==> src/rtl/phy_mgmt_regs.svh <==
// Register offsets, field positions, reset values and timing counts
`ifndef PHY_MGMT_REGS_SVH
`define PHY_MGMT_REGS_SVH

// -----------------------------------------------------------------
// Register offsets
// -----------------------------------------------------------------
`define OFS_BASIC_CONTROL 5'h00
`define OFS_BASIC_STATUS 5'h01
`define OFS_IDENT_HIGH 5'h02
`define OFS_IDENT_LOW 5'h03
`define OFS_NEG_ADVERT 5'h04
`define OFS_PARTNER_BASE 5'h05
`define OFS_NEG_EXPANSION 5'h06
`define OFS_NEXT_PAGE_TX 5'h07
`define OFS_PARTNER_NEXT 5'h08
`define OFS_GIG_CONTROL 5'h09
`define OFS_GIG_STATUS 5'h0a

// -----------------------------------------------------------------
// Basic control field positions
// -----------------------------------------------------------------
`define BC_RESET 15
`define BC_LOOPBACK 14
`define BC_SPEED_LSB 13
`define BC_NEG_ENABLE 12
`define BC_POWER_DOWN 11
`define BC_ISOLATE 10
`define BC_RESTART 9
`define BC_DUPLEX 8
`define BC_COLL_TEST 7
`define BC_SPEED_MSB 6

// -----------------------------------------------------------------
// Reset values and fixed fields
// -----------------------------------------------------------------
`define BC_RESET_VAL 16'h1140
`define BC_WRITE_MASK 16'hffc0
`define BS_FIXED_ABILITY 16'h7949
`define ADV_SELECTOR 5'h01
`define ADV_WRITE_MASK 16'hade0
`define NP_RESET_VAL 16'h2001
`define NP_WRITE_MASK 16'hb7ff
`define GC_RESET_BASE 16'h0200
`define GC_WRITE_MASK 16'hff00
`define GC_HALF_BIT 8

// -----------------------------------------------------------------
// Management frame layout and timing
// -----------------------------------------------------------------
`define OP_WRITE 2'b01
`define OP_READ 2'b10
`define PREAMBLE_ONES 6'd32
`define ACTION_PULSE_CYCLES 4'd8

`endif

==> src/rtl/phy_mgmt_pkg.sv <==
// Types shared by the management register bank
package phy_mgmt_pkg;
  // Serial frame walker states, one-hot
  typedef enum logic [5:0] {
    FR_IDLE = 6'b000001,
    FR_START = 6'b000010,
    FR_HEAD = 6'b000100,
    FR_TURN = 6'b001000,
    FR_DATA = 6'b010000,
    FR_SKIP = 6'b100000
  } frame_state_e;

  // Gigabit test modes
  typedef enum logic [2:0] {
    TM_NORMAL = 3'b000,
    TM_WAVEFORM = 3'b001,
    TM_MASTER_JITTER = 3'b010,
    TM_SLAVE_JITTER = 3'b011,
    TM_DISTORTION = 3'b100
  } test_mode_e;
endpackage

==> src/rtl/phy_mgmt_regbank.sv <==
// Clause-22 management register bank, registers 0 to 10
`timescale 1ns/100ps
`include "phy_mgmt_regs.svh"

module phy_mgmt_regbank #(
  parameter logic [4:0] PORT_ADDRESS = 5'h01,
  parameter logic [15:0] IDENT_HIGH = 16'h0a5a, // Arbitrary value
  parameter logic [15:0] IDENT_LOW = 16'h5a51 // Arbitrary value
) (
  input wire logic sys_clk,
  input wire logic srst,
  input wire logic [1:0] advertise_strap_pair,
  input wire logic mgmt_clk,
  input wire logic mgmt_data_in,
  output logic mgmt_data_out,
  output logic mgmt_data_oe,
  input wire logic line_link_up,
  input wire logic remote_fault_event,
  input wire logic jabber_event,
  input wire logic neg_done,
  input wire logic [15:0] partner_base_word,
  input wire logic partner_base_load,
  input wire logic [15:0] partner_next_word,
  input wire logic partner_next_load,
  input wire logic parallel_fault_event,
  input wire logic partner_np_able,
  input wire logic partner_neg_able,
  input wire logic tx_toggle,
  input wire logic ms_fault_event,
  input wire logic ms_resolved_master,
  input wire logic local_rx_ok,
  input wire logic [7:0] mac_txd,
  input wire logic mac_tx_ctl,
  input wire logic [7:0] line_rxd,
  input wire logic line_rx_ctl,
  output logic [7:0] mac_rxd,
  output logic mac_rx_ctl,
  output logic mac_if_oe,
  output logic link_enable,
  output logic transceiver_reset,
  output logic neg_restart,
  output logic neg_enable,
  output logic [1:0] link_speed,
  output logic full_duplex,
  output logic power_down,
  output logic [2:0] test_mode,
  output logic force_master,
  output logic force_role,
  output logic prefer_master
);

  // ---------------------------------------------------------------
  // Pin synchronisers
  // ---------------------------------------------------------------
  logic [1:0] clk_sync; // Management clock, two stages
  logic [1:0] dat_sync; // Management data, two stages
  logic clk_prev; // Previous synchronised clock
  logic [1:0] strap_meta; // Strap pins, first stage
  logic [1:0] strap_sync; // Strap pins, second stage

  // Two flops on the management clock, management data and strap pins before use
  always_ff @(posedge sys_clk) begin
    clk_sync <= {clk_sync[0], mgmt_clk};
    dat_sync <= {dat_sync[0], mgmt_data_in};
    strap_meta <= advertise_strap_pair;
    strap_sync <= strap_meta;
    clk_prev <= clk_sync[1];
  end

  wire clk_rise = clk_sync[1] & ~clk_prev; // Sample edge
  wire clk_fall = ~clk_sync[1] & clk_prev; // Drive edge
  wire mdi = dat_sync[1]; // Sampled data bit

  // ---------------------------------------------------------------
  // Frame walker
  // ---------------------------------------------------------------
  phy_mgmt_pkg::frame_state_e state; // Walker state
  logic [5:0] bit_cnt; // Bits left in a field
  logic [11:0] head; // Opcode, port, register
  logic [15:0] shift; // Data shift register
  logic is_read; // Current frame reads
  logic [4:0] reg_addr; // Latched register address
  logic wr_pulse; // One-cycle register write
  logic rd_pulse; // One-cycle register read
  logic [15:0] rd_word; // Word chosen for a read

  wire [1:0] head_op = head[11:10]; // Opcode field
  wire head_hit = head[9:5] == PORT_ADDRESS; // Port address match

  // Start, opcode, port, register, turnaround, data in order
  always_ff @(posedge sys_clk) begin
    wr_pulse <= 1'b0;
    rd_pulse <= 1'b0;
    if (srst) begin
      state <= phy_mgmt_pkg::FR_IDLE;
      bit_cnt <= 6'd0;
      head <= 12'h000;
      shift <= 16'h0000;
      is_read <= 1'b0;
      reg_addr <= 5'h00;
      mgmt_data_oe <= 1'b0;
      mgmt_data_out <= 1'b1;
    end else begin
      case (state)
        phy_mgmt_pkg::FR_IDLE: begin
          mgmt_data_oe <= 1'b0;
          // Start on first zero, no preamble demanded
          if (clk_rise && !mdi) begin
            state <= phy_mgmt_pkg::FR_START;
          end
        end
        phy_mgmt_pkg::FR_START: begin
          if (clk_rise) begin
            state <= mdi ? phy_mgmt_pkg::FR_HEAD : phy_mgmt_pkg::FR_IDLE;
            bit_cnt <= 6'd12;
          end
        end
        phy_mgmt_pkg::FR_HEAD: begin
          if (clk_rise) begin
            head <= {head[10:0], mdi};
            bit_cnt <= bit_cnt - 6'd1;
            if (bit_cnt == 6'd1) begin
              state <= phy_mgmt_pkg::FR_TURN;
              bit_cnt <= 6'd2;
            end
          end
        end
        phy_mgmt_pkg::FR_TURN: begin
          reg_addr <= head[4:0];
          is_read <= head_op == `OP_READ;
          if (!(head_hit && (head_op == `OP_READ ||
              head_op == `OP_WRITE))) begin
            state <= phy_mgmt_pkg::FR_SKIP;
            bit_cnt <= 6'd18;
          end else if (clk_rise) begin
            bit_cnt <= bit_cnt - 6'd1;
            if (bit_cnt == 6'd1) begin
              state <= phy_mgmt_pkg::FR_DATA;
              bit_cnt <= 6'd16;
            end
          end else if (clk_fall && is_read && bit_cnt == 6'd1) begin
            // Second turnaround bit driven low, then data
            mgmt_data_oe <= 1'b1;
            mgmt_data_out <= 1'b0;
            shift <= rd_word;
            rd_pulse <= 1'b1;
          end
        end
        phy_mgmt_pkg::FR_DATA: begin
          if (is_read && clk_fall) begin
            mgmt_data_out <= shift[15];
            shift <= {shift[14:0], 1'b0};
          end
          if (clk_rise) begin
            if (!is_read) begin
              shift <= {shift[14:0], mdi};
            end
            bit_cnt <= bit_cnt - 6'd1;
            if (bit_cnt == 6'd1) begin
              state <= phy_mgmt_pkg::FR_IDLE;
              wr_pulse <= !is_read;
            end
          end
        end
        phy_mgmt_pkg::FR_SKIP: begin
          if (clk_rise) begin
            bit_cnt <= bit_cnt - 6'd1;
            if (bit_cnt == 6'd1) begin
              state <= phy_mgmt_pkg::FR_IDLE;
            end
          end
        end
        default: begin
          state <= phy_mgmt_pkg::FR_IDLE;
        end
      endcase
    end
  end

  // Write data once the last bit is in
  wire [15:0] wdata = shift;

  // ---------------------------------------------------------------
  // Writable registers
  // ---------------------------------------------------------------
  logic [15:0] basic_control; // Control register
  logic [15:0] negotiation_advertisement; // Advertisement
  logic [15:0] next_page_transmit; // Next page transmit
  logic [15:0] gigabit_control; // Gigabit control
  logic [3:0] action_cnt; // Self-clear pulse stretch
  logic strap_done; // Strap defaults applied

  // Strap decode: gigabit half only in 01 and 11
  wire strap_gig_half = strap_sync[0];
  wire strap_low_speed = strap_sync[1];

  wire wr_bc = wr_pulse && reg_addr == `OFS_BASIC_CONTROL;
  wire wr_adv = wr_pulse && reg_addr == `OFS_NEG_ADVERT;
  wire wr_np = wr_pulse && reg_addr == `OFS_NEXT_PAGE_TX;
  wire wr_gc = wr_pulse && reg_addr == `OFS_GIG_CONTROL;

  // Masked write, read-only bits keep their value
  function automatic logic [15:0] merge(input logic [15:0] old,
                                        input logic [15:0] data,
                                        input logic [15:0] mask);
    merge = (old & ~mask) | (data & mask);
  endfunction

  // Control register with self-clearing action bits
  always_ff @(posedge sys_clk) begin
    if (srst) begin
      basic_control <= `BC_RESET_VAL;
      action_cnt <= 4'd0;
    end else if (wr_bc) begin
      basic_control <= merge(basic_control, wdata, `BC_WRITE_MASK);
      action_cnt <= `ACTION_PULSE_CYCLES;
    end else begin
      if (action_cnt != 4'd0) begin
        action_cnt <= action_cnt - 4'd1;
      end else begin
        basic_control[`BC_RESET] <= 1'b0;
        basic_control[`BC_RESTART] <= 1'b0;
      end
    end
  end

  // Advertisement and gigabit control strap-seeded after reset release, plus next page
  always_ff @(posedge sys_clk) begin
    if (srst) begin
      negotiation_advertisement <= {11'h000, `ADV_SELECTOR};
      next_page_transmit <= `NP_RESET_VAL;
      gigabit_control <= `GC_RESET_BASE;
      strap_done <= 1'b0;
    end else if (!strap_done) begin
      strap_done <= 1'b1;
      negotiation_advertisement[8:5] <= {4{strap_low_speed}};
      gigabit_control[`GC_HALF_BIT] <= strap_gig_half;
    end else begin
      if (wr_adv) begin
        negotiation_advertisement <= merge(negotiation_advertisement,
                                           wdata, `ADV_WRITE_MASK);
      end
      if (wr_np) begin
        next_page_transmit <= merge(next_page_transmit, wdata,
                                    `NP_WRITE_MASK);
      end
      if (wr_gc) begin
        gigabit_control <= merge(gigabit_control, wdata,
                                 `GC_WRITE_MASK);
      end
    end
  end

  // ---------------------------------------------------------------
  // Latched status bits and partner pages
  // ---------------------------------------------------------------
  logic remote_fault; // Latched high
  logic jabber; // Latched high
  logic link_latched; // Latched low
  logic parallel_fault; // Latched high
  logic page_received; // Latched high
  logic ms_fault; // Latched high
  logic [15:0] partner_base_page; // Received base page
  logic [15:0] partner_next_page; // Received next page

  wire rd_bs = rd_pulse && reg_addr == `OFS_BASIC_STATUS;
  wire rd_ex = rd_pulse && reg_addr == `OFS_NEG_EXPANSION;
  wire rd_gs = rd_pulse && reg_addr == `OFS_GIG_STATUS;
  wire link_now = line_link_up && !basic_control[`BC_LOOPBACK];

  // Events win over a clearing read in the same cycle
  always_ff @(posedge sys_clk) begin
    if (srst) begin
      remote_fault <= 1'b0;
      jabber <= 1'b0;
      link_latched <= 1'b0;
      parallel_fault <= 1'b0;
      page_received <= 1'b0;
      ms_fault <= 1'b0;
    end else begin
      remote_fault <= remote_fault_event | (remote_fault & ~rd_bs);
      jabber <= jabber_event | (jabber & ~rd_bs);
      link_latched <= link_now & (link_latched | rd_bs);
      parallel_fault <= parallel_fault_event |
                        (parallel_fault & ~rd_ex);
      page_received <= partner_base_load | partner_next_load |
                       (page_received & ~rd_ex);
      ms_fault <= ms_fault_event | (ms_fault & ~rd_gs);
    end
  end

  // Partner code words captured on load
  always_ff @(posedge sys_clk) begin
    if (srst) begin
      partner_base_page <= 16'h0000;
      partner_next_page <= 16'h0000;
    end else begin
      if (partner_base_load) begin
        partner_base_page <= partner_base_word;
      end
      if (partner_next_load) begin
        partner_next_page <= partner_next_word;
      end
    end
  end

  // ---------------------------------------------------------------
  // Read mux
  // ---------------------------------------------------------------
  wire [15:0] basic_status = `BS_FIXED_ABILITY |
      {10'h000, neg_done && neg_enable, remote_fault, 1'b0,
       link_latched, jabber, 1'b0};
  wire [15:0] expansion = {11'h000, parallel_fault, partner_np_able,
      negotiation_advertisement[15], page_received, partner_neg_able};
  wire [15:0] np_view = {next_page_transmit[15:12], tx_toggle,
                         next_page_transmit[10:0]};
  wire [15:0] gig_status = {ms_fault, ms_resolved_master, local_rx_ok,
                            13'h0000};

  always_comb begin
    case (reg_addr)
      `OFS_BASIC_CONTROL: rd_word = basic_control;
      `OFS_BASIC_STATUS: rd_word = basic_status;
      `OFS_IDENT_HIGH: rd_word = IDENT_HIGH;
      `OFS_IDENT_LOW: rd_word = IDENT_LOW;
      `OFS_NEG_ADVERT: rd_word = negotiation_advertisement;
      `OFS_PARTNER_BASE: rd_word = partner_base_page;
      `OFS_NEG_EXPANSION: rd_word = expansion;
      `OFS_NEXT_PAGE_TX: rd_word = np_view;
      `OFS_PARTNER_NEXT: rd_word = partner_next_page;
      `OFS_GIG_CONTROL: rd_word = gigabit_control;
      `OFS_GIG_STATUS: rd_word = gig_status;
      default: rd_word = 16'h0000;
    endcase
  end

  // ---------------------------------------------------------------
  // Control outputs and data path
  // ---------------------------------------------------------------
  wire [2:0] tm_field = gigabit_control[15:13];
  wire tm_legal = tm_field <= phy_mgmt_pkg::TM_DISTORTION;
  assign transceiver_reset = basic_control[`BC_RESET];
  assign neg_restart = basic_control[`BC_RESTART];
  assign neg_enable = basic_control[`BC_NEG_ENABLE];
  assign power_down = basic_control[`BC_POWER_DOWN];
  assign link_enable = !basic_control[`BC_LOOPBACK];
  assign mac_if_oe = !basic_control[`BC_ISOLATE];
  assign test_mode = tm_legal ? tm_field : phy_mgmt_pkg::TM_NORMAL;
  assign force_master = gigabit_control[12];
  assign force_role = gigabit_control[12] & gigabit_control[11];
  assign prefer_master = ~gigabit_control[12] & gigabit_control[10];

  // Forced speed and duplex only without negotiation
  always_comb begin
    if (neg_enable) begin
      link_speed = 2'b10;
      full_duplex = 1'b1;
    end else begin
      link_speed = {basic_control[`BC_SPEED_MSB],
                    basic_control[`BC_SPEED_LSB]};
      full_duplex = basic_control[`BC_DUPLEX];
    end
  end

  // Receive path: loopback takes transmit data
  always_ff @(posedge sys_clk) begin
    if (srst) begin
      mac_rxd <= 8'h00;
      mac_rx_ctl <= 1'b0;
    end else if (basic_control[`BC_LOOPBACK]) begin
      mac_rxd <= mac_txd;
      mac_rx_ctl <= mac_tx_ctl;
    end else begin
      mac_rxd <= line_rxd;
      mac_rx_ctl <= line_rx_ctl;
    end
  end
endmodule

==> config.mk <==
export PLATFORM = sky130hd
export DESIGN_NAME = phy_mgmt_regbank
export DESIGN_NICKNAME = d
export VERILOG_FILES = /design/src/rtl/phy_mgmt_pkg.sv /design/src/rtl/phy_mgmt_regbank.sv
export VERILOG_INCLUDE_DIRS = /design/src /design/src/rtl
export SDC_FILE = /design/constraint.sdc
export NUM_CORES = 1
export LEC_CHECK = 0
export ABC_AREA = 1
export BUFFER_PORTS_ARGS = -buffer_cell sky130_fd_sc_hd__buf_2
export CORE_MARGIN = 2
export CORE_UTILIZATION = 40
export DETAILED_ROUTE_END_ITERATION = 10
export PLACE_DENSITY = 0.69
export SLEW_MARGIN = 10
export SYNTH_ARGS = -nofsm -noshare
export SYNTH_HDL_FRONTEND = slang
export SYNTH_SLANG_ARGS = --single-unit
==> constraint.sdc <==
create_clock -name sys_clk -period 1.8 [get_ports sys_clk]
set_input_delay 0.36 -clock sys_clk [delete_from_list [all_inputs] [get_ports sys_clk]]
set_output_delay 0.36 -clock sys_clk [all_outputs]
set_load 0.05 [all_outputs]
# Yosys cells after proc, flatten, opt, wreduce, memory -nomap -nowiden
# Cells that the tools add are included.
[word_totals]
latch_bits = 0
wordCells = 194
mem_bits_rw = 0
romBits = 0
reg_bits = 175
memories = 0
[classes]
mul = 0
n_div = 0
eq_ne = 35
n_addsub = 2
shifts = 0
n_reduce_logical = 37
order_cmp = 1
muxes = 52
bitwise_logic = 32
[op_table]
columns = ["cell", "n"]
rows = [
  ["$pmux W16 S11", 1],
  ["$mux W16", 6],
  ["$mux W6", 16],
  ["$or A15 B16 Y16", 2],
  ["$pmux W16 S2", 1],
  ["$pmux W6 S5", 1],
  ["$pmux W6 S4", 1],
  ["$eq A5 B3 Y1 const B", 4],
  ["$mux W9", 2],
  ["$ne A2 B2 Y1 const B", 9],
  ["$or A6 B16 Y16", 1],
  ["$or A8 B16 Y16", 1],
  ["$eq A5 B4 Y1 const B", 3],
  ["$mux W1", 15],
  ["$logic_and A1 B1 Y1", 13],
  ["$eq A6 B1 Y1 const B", 2],
  ["$mux W4", 3],
  ["$not A1 Y1", 11],
  ["$and A1 B1 Y1", 10],
  ["$eq A5 B1 Y1 const B", 2],
  ["$eq A5 B2 Y1 const B", 2],
  ["$reduce_and A5 Y1", 2],
  ["$mux W8", 1],
  ["$ne A2 B1 Y1 const B", 4],
  ["other kinds (25)", 46],
]

# Logic depth before layout (Yosys ltp)
# Gate-level depths: netlist of the first run.
[logic_depth]
depth_word = 8
mapped_depth = 14
depth_no_buf = 14

# Worst setup path before layout of the first run
# Ideal clock, no wire load.
[synth_timing]
path_type = "register to register"
startpoint = "reg head[10]"
endpoint = "reg shift[2]"
slack_ps = 101
required_ps = 1678
period_less_slack_ps = 1699
stages_incl_launch_ff = 14
n_path_buf = 1
arrival_time_ps = 1578
setup_time_ps = 122
cell_sequence = "dfxtp_1 > inv_1 > ha_1 > nor2_1 > nand2_1 > nor2_1 > nand2_4 > inv_2 > nand2_4 > nand2_8 > inv_4 > buf_6 > nor2_1 > a21oi_1"
[synth_via]
elab_chain_cells = 5
[synth_lines]
columns = ["element", "line", "text"]
rows = [
  ["from (decl)", "phy_mgmt_regbank.sv:79", "logic [11:0] head;"],
  ["from (signal assigned)", "phy_mgmt_regbank.sv:120", "head <= {head[10:0], mdi};"],
  ["$eq A2 B2 Y1 (no line) or $eq A2 B1 Y1 (tied branches)", "--", ""],
  ["$logic_or A1 B1 Y1 (no line) *", "--", ""],
  ["$logic_and A1 B1 Y1 *", "phy_mgmt_regbank.sv:131", "if (!(head_hit && (head_op == `OP_READ ||"],
  ["$ne A2 B2 Y1 (no line) *", "--", ""],
  ["$reduce_and A4 Y1 (no line) *", "--", ""],
  ["to (signal assigned)", "phy_mgmt_regbank.sv:145", "shift <= rd_word;"],
  ["to (signal assigned)", "phy_mgmt_regbank.sv:152", "shift <= {shift[14:0], 1'b0};"],
  ["to (signal assigned)", "phy_mgmt_regbank.sv:156", "shift <= {shift[14:0], mdi};"],
  ["to (decl)", "phy_mgmt_regbank.sv:80", "logic [15:0] shift;"],
]
# Every way passes the cells marked *; elsewhere a longest branch is shown, timed or not.
# A chain may end at the register's enable or synchronous reset.

# Final worst setup path of the first run
[layout_timing]
startpoint = "reg basic_control[12]"
endpoint = "out full_duplex"
[layout_via]
elab_chain_cells = 1
[layout_lines]
columns = ["element", "line", "text"]
rows = [
  ["from (decl)", "phy_mgmt_regbank.sv:186", "logic [15:0] basic_control;"],
  ["from (signal assigned)", "phy_mgmt_regbank.sv:212", "basic_control <= `BC_RESET_VAL;"],
  ["from (signal assigned)", "phy_mgmt_regbank.sv:215", "basic_control <= merge(basic_control, wdata, `BC_WRITE_MASK);"],
  ["$mux W1", "phy_mgmt_regbank.sv:355", "if (neg_enable) begin"],
  ["to (decl)", "phy_mgmt_regbank.sv:44", "output logic full_duplex,"],
]
# Every way passes these cells.

==> impl_metrics.ini, run 1 <==
[status]
outcome = finished, final reports clean

[pwr]
clkPwrFrac = 0.384
p_per_area_nw_per_um2 = 1180
p_int_mw = 6.78
switching_share = 0.317
vdd_drop_max_mv = 0.847
pwr-share-seq = 0.388
p_comb_frac = 0.228
leakagePower_nw = 3.94
power.switching_mw = 3.15

[grt]
grt_overflow = 0
grt_pass1_wl_microns = 30500
antenna_found_initial = 0
grt_pass1_vias = 6086
grt_usage = 0.213
grt_start_max_net_pins = 47

[sta]
finalSetupViolCount = 0
final-max-slew-violation-count = 0
period_share = 0.960
hold_viol = 0
tightest_slew_ns = 0.674
skew_ns = 0.00700
fmax_mhz = 578
tns_ns = 0
period_needed_ns = 1.73
maxSlewHeadroom = 0.550
rsz0062_at_grt = true

[route]
wl_per_cell_microns = 14.7
wl_microns = 19400
drc = 0
first_pass_iters = 6
drtIter0Drc = 579
vias_per_cell = 5.11
num_vias = 6752
ant_nets = 0

[final_layout]
final.fill_count = 1604
layout_commonest_cell = nor2_1
fin_util = 0.509
final_cell_mix = nor2_1, dfxtp_1, o21ai_0, nand2_1, buf_2
drive_gt1_frac = 0.205
regArea_sq_um = 3020
diodes = 0
fin_nets = 1162
multi_input_area_sq_um = 3330
syn_to_final_growth_pct = 24.0

[floorplan]
dieArea_sq_um = 18100
die_w_microns = 134
start_util = 0.411
coreArea_sq_um = 16600
die_h_microns = 134
pin_count = 95
num_rows = 47

[worst_setup_path]
path_cells = inv_1 -> nand2_1 -> buf_2
worst-path-max-fanout = 6
setup.worst_path.end_class = primary output
worstSetupStartpointType = flop
crit_type = reg -> out
crit_family = flip-flops
cp.arrival_ns = 1.37
cp_slowest_cell = dfxtp_1
path_buf_inv = 2
required_ns = 1.44
max_stage_delay_ns = 0.48

[synthesis]
ys_seq_area_frac = 0.444
syn_avg_cell_area_sq_um = 7.00
synthCells = 973
synth_edf_count = 0
yosysWarnings = 0
syn-num-nets = 1047
synth_cell_types = 41
synthesis.area_sq_um = 6810
synth_ff_type = dfxtp_1
ys_seq_elements = 151
ys_async_sr_fraction = 0

[clock_network]
tritoncts = built
clock-root-buffer = clkbuf_16
worstSkewPairLatency_ns = 0.43
ctsHoldBuffers = 0
cts.sinks = 151
htreeDepth = 4
ctsLongestPathBuffers = 2
cts_made_buffers = 17
clk_pin_slew_ns = 0.06

[job]
cap_violations = 0

[placed_design]
dp_hpwl_microns = 13600
place_congestion = 0.935
port_buffers = 94

[worst_hold_path]
holdCritPathClass = in -> reg
cell type report:
class / count / area share
multi-input cells: 689 / 0.394
flip-flops and latches: 151 / 0.358
repair buffers: 132 / 0.0956
clock buffers: 18 / 0.0508
inverters: 97 / 0.0446
well taps: 220 / 0.0326
clock inverters: 14 / 0.0237
per-stage QoR:
stage | power (mW) | cell area [sq um] | instances | setup slack (ns) | hold WS [ns]
2_1_floorplan | 5.46 | 6810 | 973 | 0.101 | 0.310
3_3_place_gp | 5.99 | 7640 | 1280 | 0.0503 | 0.311
3_5_place_dp | 6.02 | 7640 | 1280 | 0.00238 | 0.313
4_1_cts | 9.80 | 8270 | 1312 | 0.0551 | 0.0139
5_1_grt | 10.4 | 8440 | 1321 | -0.0318 | 0.0168
6_report | 9.93 | 8440 | 1321 | 0.0712 | 0.0272
worst register-to-register path, cell delays in order, from the launching register on:
cell and delay (ns):
dfxtp_1 0.33, inv_1 0.12, nand2_1 0.07, nor2_1 0.26
nand2_2 0.21, o21ai_1 0.23, nor2_1 0.09, nand3b_1 0.11
nand2_1 0.06, a21oi_1 0.15
final timing paths:
kind	from	to	slack [ns]	depth (start not counted)
worst max register to register	reg_addr[2]$_SDFFE_PP0P_	shift[13]$_SDFFE_PP0P_	0.09	9
worst min-delay path	mgmt_data_in	dat_sync[0]$_DFF_P_	0.03	1
worst min register to register	strap_meta[1]$_DFF_P_	strap_sync[1]$_DFF_P_	0.33	0
worst max-delay path	basic_control[12]$_SDFFE_PP1P_	full_duplex	0.07	3
sequential cells by signal, summed over array words and instances (netlist names), 4 cells and up:
name	flops
head	12
gigabit_control	8
negotiation_advertisement	8
state	6
basic_control	10
next_page_transmit	14
partner_base_page	16
partner_next_page	16
action_cnt	4
mac_rxd	8
shift	16
bit_cnt	6
reg_addr	5
Yosys cell counts, types with 4 or more instances:
master / instances / area share
clkbuf_1: 25 / 0.014
a31oi_1: 5 / 0.0046
a21oi_1: 82 / 0.060
nand4_1: 4 / 0.0037
nand2_1: 150 / 0.083
nand3_1: 38 / 0.028
inv_2: 11 / 0.0061
buf_6: 4 / 0.0066
ha_1: 5 / 0.0092
o21ai_1: 9 / 0.0066
o21ai_0: 148 / 0.11
nor2_2: 8 / 0.0074
inv_1: 85 / 0.047
nand2_2: 7 / 0.0064
nor2_1: 196 / 0.11
dfxtp_1: 151 / 0.44
buf_2: 7 / 0.0051
cell families after synthesis:
group	synth area share
and+or+nand+nor	0.267
AOI/OAI and AO/OA	0.193
DFF	0.444
buffers and inverters	0.0816
adders and majority gates	0.00919
xor gates and xnor gates	0.00515
layer usage:
metal / part of all wire / global-route usage / vias up / wire [microns]
li1: - / - / 3390 / -
met3: 0.067 / 0.0529 / 37 / 1290
met1: 0.45 / 0.276 / 3091 / 8630
met5: 0 / 0 / - / 0
met2: 0.46 / 0.346 / 234 / 8950
met4: 0.025 / 0.0778 / 0 / 488
power by group through the flow:
stage          sequential [mW]  clock, mW  combinational, mW
6_report                  3.86       3.81               2.26
5_1_grt                   3.89       3.99               2.56
4_1_cts                   3.84       3.83               2.12
3_5_place_dp              3.92          0               2.10
3_3_place_gp              3.92          0               2.07
2_1_floorplan             3.90          0               1.56
what timing repair did:
item,4_1_cts,5_1_grt
pin swaps,0,6
gates resized for setup,1,35
setup endpoints to repair,3,33
setup buffers,0,7
cloned,0,2
Power figures use the tool's default switching activity.
==> inputs of run 2 (changes only) <==
--- a/config.mk
+++ b/config.mk
@@ -8,7 +8,6 @@
 export LEC_CHECK = 0
 export ABC_AREA = 1
 export BUFFER_PORTS_ARGS = -buffer_cell sky130_fd_sc_hd__buf_2
-export CORE_MARGIN = 2
 export CORE_UTILIZATION = 40
 export DETAILED_ROUTE_END_ITERATION = 10
 export PLACE_DENSITY = 0.69
==> constraint.sdc (replaced) <==
create_clock -name sys_clk -period 1.8 [get_ports sys_clk]
set_input_delay 0.18 -clock sys_clk [delete_from_list [all_inputs] [get_ports sys_clk]]
set_output_delay 0.18 -clock sys_clk [all_outputs]
set_load 0.05 [all_outputs]
==> impl_metrics.ini, run 2 (synthesis results as in run 1) <==
[final_layout]
syn_to_final_growth_pct = 29.9
layout_commonest_cell = nor2_1
final_cell_mix = nor2_1, dfxtp_1, nand2_1, o21ai_0, buf_2
finalInstanceArea_sq_um = 8840
reg_top3 = partner_base_page: 16 flops, partner_next_page: 16 flops, shift: 16 flops
drive_gt1_frac = 0.190
diodes = 0
fin_nets = 1209

[clock_network]
ctsLongestPathBuffers = 2
htreeDepth = 4
worstSkewPairLatency_ns = 0.43
cts_made_buffers = 17
tritoncts = built
cts.sinks = 151
clk_pin_slew_ns = 0.06
clock-root-buffer = clkbuf_16

[grt]
grt_usage = 0.228
grt_start_max_net_pins = 75
grt_pass1_vias = 6584
grt_pass1_wl_microns = 31600
grt_overflow = 0
antenna_found_initial = 0

[sta]
fmax_mhz = 586
final-max-slew-violation-count = 0
worst_slack_ns = 0.0948
maxSlewHeadroom = 0.613
hold_viol = 0
finalSetupViolCount = 0
tightest_slew_ns = 0.580
skew_ns = 0.00931
period_needed_ns = 1.71
period_share = 0.947
tns_ns = 0

[floorplan]
coreArea_sq_um = 16600
die_h_microns = 132
die_w_microns = 132
num_rows = 47
dieArea_sq_um = 17500
pin_count = 95
start_util = 0.411

[worst_setup_path]
cp.arrival_ns = 1.53
critPathLaunch = basic_control[14]$_SDFFE_PP0P_
rr_worst_depth = 12
required_ns = 1.62
setup.worst_path.end_class = primary output
r2r_slack_ns = 0.11
r2r-end = shift[13]$_SDFFE_PP0P_
worstSetupStartpointType = flop
r2r-start = head[10]$_SDFFE_PP0P_
worst-path-max-fanout = 11
crit_type = reg -> out

[worst_hold_path]
holdCritPathClass = in -> reg
worstHoldPathCells = 3
worst_hold_startpoint = line_rxd[2]
min_to = mac_rxd[2]$_SDFF_PP0_

[job]
cap_violations = 0

[pwr]
p_per_area_nw_per_um2 = 1140
power_mw = 10.0
vdd_drop_max_mv = 0.920
leakagePower_nw = 4.13

[placed_design]
dp_hpwl_microns = 13400
port_buffers = 94
place_congestion = 0.898
placed_area_sq_um = 7620
place_ws_ns = 0.0165

[route]
num_vias = 6902
vias_per_cell = 5.05
drc = 0
first_pass_iters = 5
wl_microns = 19800
drtIter0Drc = 565
wl_per_cell_microns = 14.5
ant_nets = 0

[status]
outcome = finished, final reports clean
==> run 2: changes by cell type in the layout (fill, tap and decap cells not counted), sizes merged <==
cell | previous run | this run
buf | 131 | 134
inv | 99 | 97
bufinv | 4 | 5
dlygate4sd3 | 0 | 46
clkinvlp | 3 | 0
clkinv | 5 | 4
nor2 | 209 | 208
clkbuf | 19 | 21
==> run 2: what timing repair did <==
action | CTS | global route
endpoints found under the setup margin | 0 | 33
resized for setup | 0 | 22
setup buffers | 0 | 9
hold buffers | 46 | 0
hold endpoints to repair | 38 | 0
==> run 2: per-layer routing <==
layer  wire length, microns  GRT usage
met1                   8690      0.277
met2                   9500      0.392
met3                   1200     0.0575
met4                    375     0.0805
met5                      0          0
==> run 2: critical path, stage by stage (launching register included) <==
cell and delay, ns:
dfxtp_1 0.62, inv_1 0.21, buf_2 0.26
==> run 2: through the flow <==
stage | cells | util | hold WS, ns
6_report | 1366 | 0.533 | 0.0152
5_1_grt | 1366 | 0.533 | 0.0274
4_1_cts | 1356 | 0.526 | 0.00436
3_5_place_dp | 1280 | 0.460 | 0.284
3_3_place_gp | 1280 | 0.460 | 0.283
2_1_floorplan | 973 | - | 0.208
==> run 2: area by class of cell <==
cell class | count | area (sq um)
inverters | 97 | 374
well taps | 220 | 275
clock inverters | 9 | 174
repair buffers | 180 | 1260
fillers | 1589 | 7740
clock buffers | 21 | 460
multi-input cells | 688 | 3280
flip-flops and latches | 151 | 3020
==> run 2: how the worst max path moves through the flow <==
stage	to	slack, ns	cells past startpoint
6_report	link_enable	0.09	2
5_1_grt	shift[6]$_SDFFE_PP0P_	-0.03	12
4_1_cts	shift[11]$_SDFFE_PP0P_	0.008	12
3_5_place_dp	bit_cnt[5]$_SDFFE_PP0P_	0.02	11
3_3_place_gp	state[5]$_SDFFE_PP0P_	0.06	14
2_1_floorplan	shift[2]$_SDFFE_PP0P_	0.10	13
==> run 2: report_power, final <==
part / switching, mW / internal (mW) / total [mW]
Clock: 1.39 / 2.51 / 3.90
Sequential: 0.230 / 3.63 / 3.86
Combinational: 1.42 / 0.873 / 2.29
